## config.mk

```make
export PLATFORM = sky130hd
export DESIGN_NAME = fpe_cpu_flat
export DESIGN_NICKNAME = d
export VERILOG_FILES = /design/src/hdl/fpe_pkg.sv /design/src/hdl/fpe_if.sv /design/src/hdl/fpe_cpu.sv /design/src/flat_wrapper.sv
export SDC_FILE = /design/constraint.sdc
export NUM_CORES = 1
export LEC_CHECK = 0
export ABC_CLOCK_PERIOD_IN_PS = 3700
export BUFFER_PORTS_ARGS = -buffer_cell sky130_fd_sc_hd__buf_2
export CAP_MARGIN = 10
export CORE_AREA = 2 2 108 110
export DETAILED_ROUTE_END_ITERATION = 10
export DIE_AREA = 0 0 110 112
export GPL_TIMING_DRIVEN = 0
export PLACE_DENSITY = 0.91
export SKIP_CTS_REPAIR_TIMING = 1
export SLEW_MARGIN = 20
export SYNTH_ARGS = -nofsm -noshare
export SYNTH_HDL_FRONTEND = slang
export SYNTH_SLANG_ARGS = --single-unit
```

## constraint.sdc

```tcl
create_clock -name hclk -period 3.7 [get_ports hclk]
set_input_delay 0.37 -clock hclk [delete_from_list [all_inputs] [get_ports hclk]]
set_output_delay 0.37 -clock hclk [all_outputs]
set_load 0.005 [all_outputs]
```

## src/hdl/fpe_pkg.sv

```systemverilog
// Shared constants, types and helpers for the flash program/erase pair
package fpe_pkg;

  ////////////////////////////////////////////////////////////////////////////
  // Device map
  localparam logic [15:0] CTRL_ADDR = 16'hfe08;
  localparam logic [15:0] PROT_ADDR = 16'hff7e;
  localparam logic [7:0] NO_ARRAY_HI = 8'hfe;
  localparam int MEM_BYTES = 32768;
  localparam logic [14:0] PROT_IDX = 15'h7f7e;
  localparam logic [14:0] PAGE_LAST = 15'h007f;
  localparam logic [14:0] MASS_LAST = 15'h7fff;
  localparam logic [7:0] BPR_ALL = 8'h00;
  localparam logic [7:0] BPR_NONE = 8'hff;
  localparam logic [7:0] ERASED = 8'hff;

  ////////////////////////////////////////////////////////////////////////////
  // Control register fields
  localparam int PGM_BIT = 0;
  localparam int ERASE_BIT = 1;
  localparam int MASS_BIT = 2;
  localparam int HV_BIT = 3;

  ////////////////////////////////////////////////////////////////////////////
  // Controller register map and fields
  localparam logic [3:0] REG_CMD = 4'h0;
  localparam logic [3:0] REG_ADDR = 4'h4;
  localparam logic [3:0] REG_DATA = 4'h8;
  localparam logic [3:0] REG_STAT = 4'hc;
  localparam int ST_BUSY = 0;
  localparam int ST_DONE = 1;
  localparam int ST_FAIL = 2;
  localparam int ST_RD_LSB = 8;

  typedef enum logic [2:0] {
    OP_NONE, OP_PROG, OP_PAGE, OP_MASS, OP_READ, OP_STOP
  } fpe_op_e;

  typedef enum logic [1:0] {D_IDLE, D_SEL, D_ARMED, D_LATCH} fpe_dst_e;

  ////////////////////////////////////////////////////////////////////////////
  // Timing
  localparam int CLK_NS = 10;
  localparam int T_NVS_NS = 10000;
  localparam int T_ERASE_NS = 1000000;
  localparam int T_MERASE_NS = 4000000;
  localparam int T_NVH_NS = 5000;
  localparam int T_NVHL_NS = 100000;
  localparam int T_PGS_NS = 5000;
  localparam int T_PROG_NS = 30000;
  localparam int T_RCV_NS = 1000;
  localparam int C_NVS = (T_NVS_NS + CLK_NS - 1) / CLK_NS;
  localparam int C_ERASE = (T_ERASE_NS + CLK_NS - 1) / CLK_NS;
  localparam int C_MERASE = (T_MERASE_NS + CLK_NS - 1) / CLK_NS;
  localparam int C_NVH = (T_NVH_NS + CLK_NS - 1) / CLK_NS;
  localparam int C_NVHL = (T_NVHL_NS + CLK_NS - 1) / CLK_NS;
  localparam int C_PGS = (T_PGS_NS + CLK_NS - 1) / CLK_NS;
  localparam int C_PROG = (T_PROG_NS + CLK_NS - 1) / CLK_NS;
  localparam int C_RCV = (T_RCV_NS + CLK_NS - 1) / CLK_NS;

  ////////////////////////////////////////////////////////////////////////////
  // Helpers
  function automatic logic in_array(input logic [15:0] a);
    return a[15] && (a[15:8] != NO_ARRAY_HI);
  endfunction

  function automatic logic blocked(input logic [15:0] a,
                                   input logic [7:0] bpr,
                                   input logic mass, input logic tv);
    if (tv || bpr == BPR_NONE)
      return 1'b0;
    if (mass || bpr == BPR_ALL)
      return 1'b1;
    return a >= {1'b1, bpr, 7'h00};
  endfunction

endpackage

```

## src/hdl/fpe_if.sv

```systemverilog
// Processor-to-array bus between controller and flash array
`timescale 1ns/1ns
interface fpe_if;
  logic [15:0] addr;
  logic [7:0] wdata;
  logic wr;
  logic rd;
  logic stop;
  logic [7:0] rdata;

  modport nvm (input addr, input wdata, input wr, input rd, input stop,
               output rdata);
  modport cpu (output addr, output wdata, output wr, output rd,
               output stop, input rdata);
endinterface

```

## src/hdl/fpe_cpu.sv

```systemverilog
// Controller end: AHB-Lite registers and timed program/erase sequences
//
// Added by the designer: the AHB-Lite register port.
`timescale 1ns/1ns
module fpe_cpu
  import fpe_pkg::*;
#(
  parameter logic [18:0] ERASE_CYC = 19'(C_ERASE),
  parameter logic [18:0] MERASE_CYC = 19'(C_MERASE),
  parameter logic [18:0] NVHL_CYC = 19'(C_NVHL)
) (
  // Clock and reset
  input wire logic hclk,
  input wire logic hresetn,
  // AHB-Lite slave
  input wire logic hsel,
  input wire logic [31:0] haddr,
  input wire logic [1:0] htrans,
  input wire logic hwrite,
  input wire logic [2:0] hsize,
  input wire logic [31:0] hwdata,
  input wire logic hready,
  output logic hreadyout,
  output logic hresp,
  output logic [31:0] hrdata,
  // Array side
  fpe_if.cpu bus
);

  typedef enum logic [4:0] {
    H_IDLE, H_SEL, H_RDP, H_ARM, H_HV, H_CHK, H_EVAL, H_DAT, H_CLR,
    H_OFF, H_FIN, H_RD, H_RDC, H_STOP
  } fpe_hst_e;

  typedef struct packed {
    fpe_hst_e st;
    logic [18:0] cnt;
    fpe_op_e op;
    logic [15:0] addr;
    logic [7:0] data;
    logic [7:0] rdbyte;
    logic done;
    logic fail;
    logic dv;
    logic dwr;
    logic [3:0] doff;
    logic rdy;
    logic resp;
    logic [31:0] hrdata;
    logic [15:0] baddr;
    logic [7:0] bwdata;
    logic bwr;
    logic brd;
    logic bstop;
  } fpe_cpu_s;

  fpe_cpu_s r;
  fpe_cpu_s n;

  function automatic logic [7:0] selv(input fpe_op_e op);
    case (op)
      OP_PROG: selv = 8'h01 << PGM_BIT;
      OP_MASS: selv = (8'h01 << ERASE_BIT) | (8'h01 << MASS_BIT);
      default: selv = 8'h01 << ERASE_BIT;
    endcase
  endfunction

  ////////////////////////////////////////////////////////////////////////////
  // Next state
  always_comb begin
    logic [31:0] stat;
    stat = {16'h0000, r.rdbyte, 5'h00, r.fail, r.done, r.st != H_IDLE};
    n = r;
    n.bwr = 1'b0;
    n.brd = 1'b0;
    n.bstop = 1'b0;
    n.rdy = 1'b1;
    n.dv = hsel && hready && htrans[1] && hsize == 3'b010;
    n.dwr = hwrite;
    n.doff = haddr[3:0];
    case (haddr[3:0])
      REG_ADDR: n.hrdata = {16'h0000, r.addr};
      REG_DATA: n.hrdata = {24'h000000, r.data};
      REG_STAT: n.hrdata = stat;
      default: n.hrdata = 32'h00000000;
    endcase
    if (r.dv && r.dwr) begin
      case (r.doff)
        REG_ADDR: n.addr = hwdata[15:0];
        REG_DATA: n.data = hwdata[7:0];
        REG_STAT: if (hwdata[ST_DONE]) n.done = 1'b0;
        REG_CMD: if (r.st == H_IDLE) begin
          n.op = fpe_op_e'(hwdata[2:0]);
          n.fail = 1'b0;
          n.cnt = 19'h0;
          case (fpe_op_e'(hwdata[2:0]))
            OP_PROG, OP_PAGE, OP_MASS: n.st = H_SEL;
            OP_READ: n.st = H_RD;
            OP_STOP: n.st = H_STOP;
            default: n.st = H_IDLE;
          endcase
        end
        default: n.st = n.st;
      endcase
    end
    if (r.st != H_IDLE && r.cnt != 19'h0) begin
      n.cnt = r.cnt - 19'h1;
    end else begin
      case (r.st)
        H_SEL: begin
          n.bwr = 1'b1;
          n.baddr = CTRL_ADDR;
          n.bwdata = selv(r.op);
          n.st = H_RDP;
          n.cnt = 19'h1;
        end
        H_RDP: begin
          n.brd = 1'b1;
          n.baddr = PROT_ADDR;
          n.st = H_ARM;
          n.cnt = 19'h2;
        end
        H_ARM: begin
          n.bwr = 1'b1;
          n.baddr = r.addr;
          n.bwdata = r.data;
          n.st = H_HV;
          n.cnt = 19'(C_NVS);
        end
        H_HV: begin
          n.bwr = 1'b1;
          n.baddr = CTRL_ADDR;
          n.bwdata = selv(r.op) | (8'h01 << HV_BIT);
          n.st = H_CHK;
          n.cnt = 19'h1;
        end
        H_CHK: begin
          n.brd = 1'b1;
          n.baddr = CTRL_ADDR;
          n.st = H_EVAL;
          n.cnt = 19'h2;
        end
        H_EVAL: begin
          if (!bus.rdata[HV_BIT]) begin
            n.fail = 1'b1;
            n.st = H_OFF;
            n.cnt = 19'h0;
          end else if (r.op == OP_PROG) begin
            n.st = H_DAT;
            n.cnt = 19'(C_PGS);
          end else begin
            n.st = H_CLR;
            n.cnt = r.op == OP_MASS ? MERASE_CYC : ERASE_CYC;
          end
        end
        H_DAT: begin
          n.bwr = 1'b1;
          n.baddr = r.addr;
          n.bwdata = r.data;
          n.st = H_CLR;
          n.cnt = 19'(C_PROG);
        end
        H_CLR: begin
          n.bwr = 1'b1;
          n.baddr = CTRL_ADDR;
          n.bwdata = 8'h01 << HV_BIT;
          n.st = H_OFF;
          n.cnt = r.op == OP_MASS ? NVHL_CYC : 19'(C_NVH);
        end
        H_OFF: begin
          n.bwr = 1'b1;
          n.baddr = CTRL_ADDR;
          n.bwdata = 8'h00;
          n.st = H_FIN;
          n.cnt = 19'(C_RCV);
        end
        H_RD: begin
          n.brd = 1'b1;
          n.baddr = r.addr;
          n.st = H_RDC;
          n.cnt = 19'h2;
        end
        H_RDC: begin
          n.rdbyte = bus.rdata;
          n.st = H_FIN;
        end
        H_STOP: begin
          n.bstop = 1'b1;
          n.st = H_FIN;
        end
        H_FIN: begin
          n.done = 1'b1;
          n.st = H_IDLE;
        end
        H_IDLE: n.st = n.st;
        default: n.st = H_IDLE;
      endcase
    end
  end

  ////////////////////////////////////////////////////////////////////////////
  // State register
  always_ff @(posedge hclk or negedge hresetn) begin
    if (!hresetn) begin
      r <= '0;
    end else begin
      r <= n;
    end
  end

  assign hreadyout = r.rdy;
  assign hresp = r.resp;
  assign hrdata = r.hrdata;
  assign bus.addr = r.baddr;
  assign bus.wdata = r.bwdata;
  assign bus.wr = r.bwr;
  assign bus.rd = r.brd;
  assign bus.stop = r.bstop;

endmodule // fpe_cpu

```

## src/flat_wrapper.sv

```systemverilog
// flat-port wrapper written by rule: the top's interface ports become plain ports
module fpe_cpu_flat import fpe_pkg::*;
#(
  parameter logic [18:0] ERASE_CYC = 19'(C_ERASE),
  parameter logic [18:0] MERASE_CYC = 19'(C_MERASE),
  parameter logic [18:0] NVHL_CYC = 19'(C_NVHL)
)
  (hclk, hresetn, hsel, haddr, htrans, hwrite, hsize, hwdata, hready, hreadyout, hresp, hrdata, bus_addr, bus_wdata, bus_wr, bus_rd, bus_stop, bus_rdata);
  fpe_if bus_i ();
  input wire logic hclk;
  input wire logic hresetn;
  input wire logic hsel;
  input wire logic [31:0] haddr;
  input wire logic [1:0] htrans;
  input wire logic hwrite;
  input wire logic [2:0] hsize;
  input wire logic [31:0] hwdata;
  input wire logic hready;
  output logic hreadyout;
  output logic hresp;
  output logic [31:0] hrdata;
  output wire logic [$bits(bus_i.addr)-1:0] bus_addr;
  output wire logic [$bits(bus_i.wdata)-1:0] bus_wdata;
  output wire logic [$bits(bus_i.wr)-1:0] bus_wr;
  output wire logic [$bits(bus_i.rd)-1:0] bus_rd;
  output wire logic [$bits(bus_i.stop)-1:0] bus_stop;
  input wire logic [$bits(bus_i.rdata)-1:0] bus_rdata;
  assign bus_addr = bus_i.addr;
  assign bus_wdata = bus_i.wdata;
  assign bus_wr = bus_i.wr;
  assign bus_rd = bus_i.rd;
  assign bus_stop = bus_i.stop;
  assign bus_i.rdata = bus_rdata;
  fpe_cpu #(.ERASE_CYC(ERASE_CYC), .MERASE_CYC(MERASE_CYC), .NVHL_CYC(NVHL_CYC)) u_core (.hclk(hclk), .hresetn(hresetn), .hsel(hsel), .haddr(haddr), .htrans(htrans), .hwrite(hwrite), .hsize(hsize), .hwdata(hwdata), .hready(hready), .hreadyout(hreadyout), .hresp(hresp), .hrdata(hrdata), .bus(bus_i));
endmodule
```

==> out/results.txt <==
status: finished, violations left
failing checks: hold timing
switching portion of total power: 23.3%
vias in the first global route: 4613
total track usage: 24.5%
period utilisation layout: 82.9%
clock power share: 40.5%
Synth Register Bits: 111
Skew-Pair Late Insertion Delay: 350 ps
Pwr Total: 0.00233 W
fin area: 6810 sq um
Required @ worst endpoint: 3940 ps
Area Growth Syn to Fin: 16.3%
cell taking the most area after synthesis: dfrtp_1
Leakage: 3.45 nW
actual slew at the worst max-slew pin: 839 ps
fin crit period: 3070 ps
layout cells sized above 1: 33.5%
Starting Density: 52.4%
layout filler cell count: 904
Setup TNS: 0 ps
Clock Tree Root: clkbuf_16
Inserted Diodes: 0
fraction of the yosys area taken by sequential cells: 47.4%
IO buf count: 80
Die Wd: 110 um
die footprint: 12300 sq um
Slew HR: 43.8%
logic gate share of total power: 5.4%
multi-input logic area: 2510 sq um
CP Data Arrival Time: 3310 ps
clk_skew: 5.64 ps
drt first pass iters: 6
Sinks on Clock Net: 111
largest net degree at the start of global routing: 59
VDD IR max: 224 uV
crit path kind: flop to flop
Setup-failing EPs final: 0
warnings from Yosys: 0
Num CTS Buffers: 9
Yosys cell types: 69
Mapped Area: 5860 sq um
Final ANT Viol Nets: 0
crit-path max FO: 10
Hold Path Class: primary input to asynchronous set/reset pin
Reg clk slew, reported paths: 70 ps
Die Ht: 112 um
I/O pin total: 143
Max Freq: 0.326 GHz
final slew viol count: 0
H-tree Lvls: 3
gr ovfl total: 0
async set-reset flop share out of synthesis: 100%
CTS tree: done
post-synth top area share: 47.4%
RSZ-0062 raised after global routing: false
Syn Area/Cell: 10.7 sq um
Site Rows: 39
cells after synthesis: 548
Avg WL per Cell: 18.3 um
CORE AREA: 11200 sq um
Hold Vio Cnt, Final: 47
via count: 4764
nature of the critical path endpoint: flop
Post-DP Area: 6530 sq um
# DRC: 0
via/cell ratio: 5.93
Cell Pwr Density: 341 nW/um^2
sequential share of power: 54.1%
antenna violations before repair: 0
Max Cap Viol: 0
reg2reg path depth: 10
Placer Congestion: 0.918
first-pass GRT wire length: 23.3 mm
final net count: 739
Area contributors post-synth: dfrtp_1 47%, buf_4 7.3%, mux2_2 6.1%
P_sw: 0.000541 W
Routed WL: 14.7 mm
1st-iter DRT viols: 438
Max Root-Sink Buffers: 2
Most used DFF post-synth: dfrtp_1
Post-synth EDFFs: 0
Pint: 0.00178 W
Sequential cell area: 2780 sq um
critical path launch point type: flop
Final Hold Slack: -31.2 ps
HPWL after DPL: 10.7 mm
-- per-stage QoR --
step                cells  util [%]  setup WS (ps)
floorplan             564         -           1020
global placement      787      58.2            740
CTS                   803      61.0            655
detailed placement    788      58.5            666
finish                803      61.0            633
global route          803      61.0            503
-- power by group through the flow --
stage / registers (W) / clock network (W) / logic [W]
2_1_floorplan: 0.00127 / 0 / 0.0000602
3_3_place_gp: 0.00128 / 0 / 0.000118
3_5_place_dp: 0.00128 / 0 / 0.000127
4_1_cts: 0.00126 / 0.000946 / 0.000127
5_1_grt: 0.00126 / 0.000981 / 0.000142
6_report: 0.00126 / 0.000942 / 0.000126
-- cell usage after synthesis, drive strengths merged, types with 2 or more instances --
cell	n
a211o	6
a211oi	6
a21o	3
a21oi	24
a221o	2
a221oi	2
a22o	21
a22oi	6
a31oi	2
and3	6
buf	67
clkbuf	20
clkinv	2
conb	2
dfrtp	111
inv	11
mux2	44
mux2i	14
nand2	39
nand2b	4
nand3	8
nand3b	2
nand4	4
nor2	25
nor2b	2
nor3	24
nor3b	5
nor4	7
nor4b	3
nor4bb	2
o211ai	2
o21ai	21
o221ai	4
or3	12
or3b	2
or4	8
xnor2	2
xor2	2
-- routing by layer --
metal | vias up | routed length (um) | GRT usage (%)
li1 | 2147 | - | -
met1 | 2344 | 5990 | 32.7
met2 | 242 | 7200 | 39.7
met3 | 31 | 1210 | 4.86
met4 | 0 | 304 | 8.10
met5 | - | 0 | 0
-- path summary, 6_finish.rpt --
path | slack, ps | endpoint | start
min | -30 | u_core.hrdata[9] | hresetn
min reg2reg | 490 | u_core.r[111] | u_core.r[111]
min in group hclk | 120 | u_core.r[65] | hwrite
max in group asynchronous | 3090 | u_core.bus.rd | hresetn
max reg2reg | 630 | u_core.bus.addr[10] | u_core.r[104]
max | 630 | u_core.bus.addr[10] | u_core.r[104]
-- critical path: stages, from the launching register on --
cell and delay [ps]:
dfrtp_1 420, inv_1 70, ha_1 190, or3b_2 440
clkbuf_1 230, or3_4 420, buf_6 150, nor3_4 290
and3_1 250, buf_6 180, mux2_4 320
-- flip-flops by register name, summed over array words and instances, names as in the netlist --
register          flops
u_core.r             67
u_core.bus.addr      16
u_core.hrdata        16
u_core.bus.wdata      8
u_core.bus.rd         1
u_core.bus.stop       1
u_core.bus.wr         1
u_core.hreadyout      1
-- cell families (layout without fill, tap and decap cells) --
| family | count (synthesis) | count (layout) | synth area share (%) |
|---|---|---|---|
| multiplexers | 58 | 58 | 11.6 |
| AND/OR/NAND/NOR | 160 | 160 | 15.6 |
| AO/OA/AOI/OAI | 112 | 112 | 13.7 |
| buffers and inverters | 100 | 196 | 10.8 |
| other | 2 | 18 | 0.128 |
| adder cells (fa/ha/maj) | 1 | 1 | 0.214 |
| XOR/XNOR | 4 | 4 | 0.598 |
| flip-flops | 111 | 111 | 47.4 |
-- layout make-up --
cell class / instances / share of cell area [%]
clock buffer: 10 / 3.51
sequential: 111 / 40.8
inverter: 13 / 0.716
timing repair buffer: 81 / 6.37
clock inverter: 5 / 0.588
tap: 143 / 2.63
multi-input combinational: 353 / 36.8
buffer: 87 / 8.58
-- placed cells by master (no fill, tap or decap), types with 12 or more instances in the layout --
cell type and count:
mux2_4 12, dfrtp_1 111, buf_4 57, clkbuf_1 20, conb_1 18, nand2_1 39
nor2_1 25, o21ai_0 18, buf_2 84, mux2_2 32, mux2i_1 14, a22o_1 21
nor3_1 23, a21oi_1 23
(Power assumes the default switching activity.)
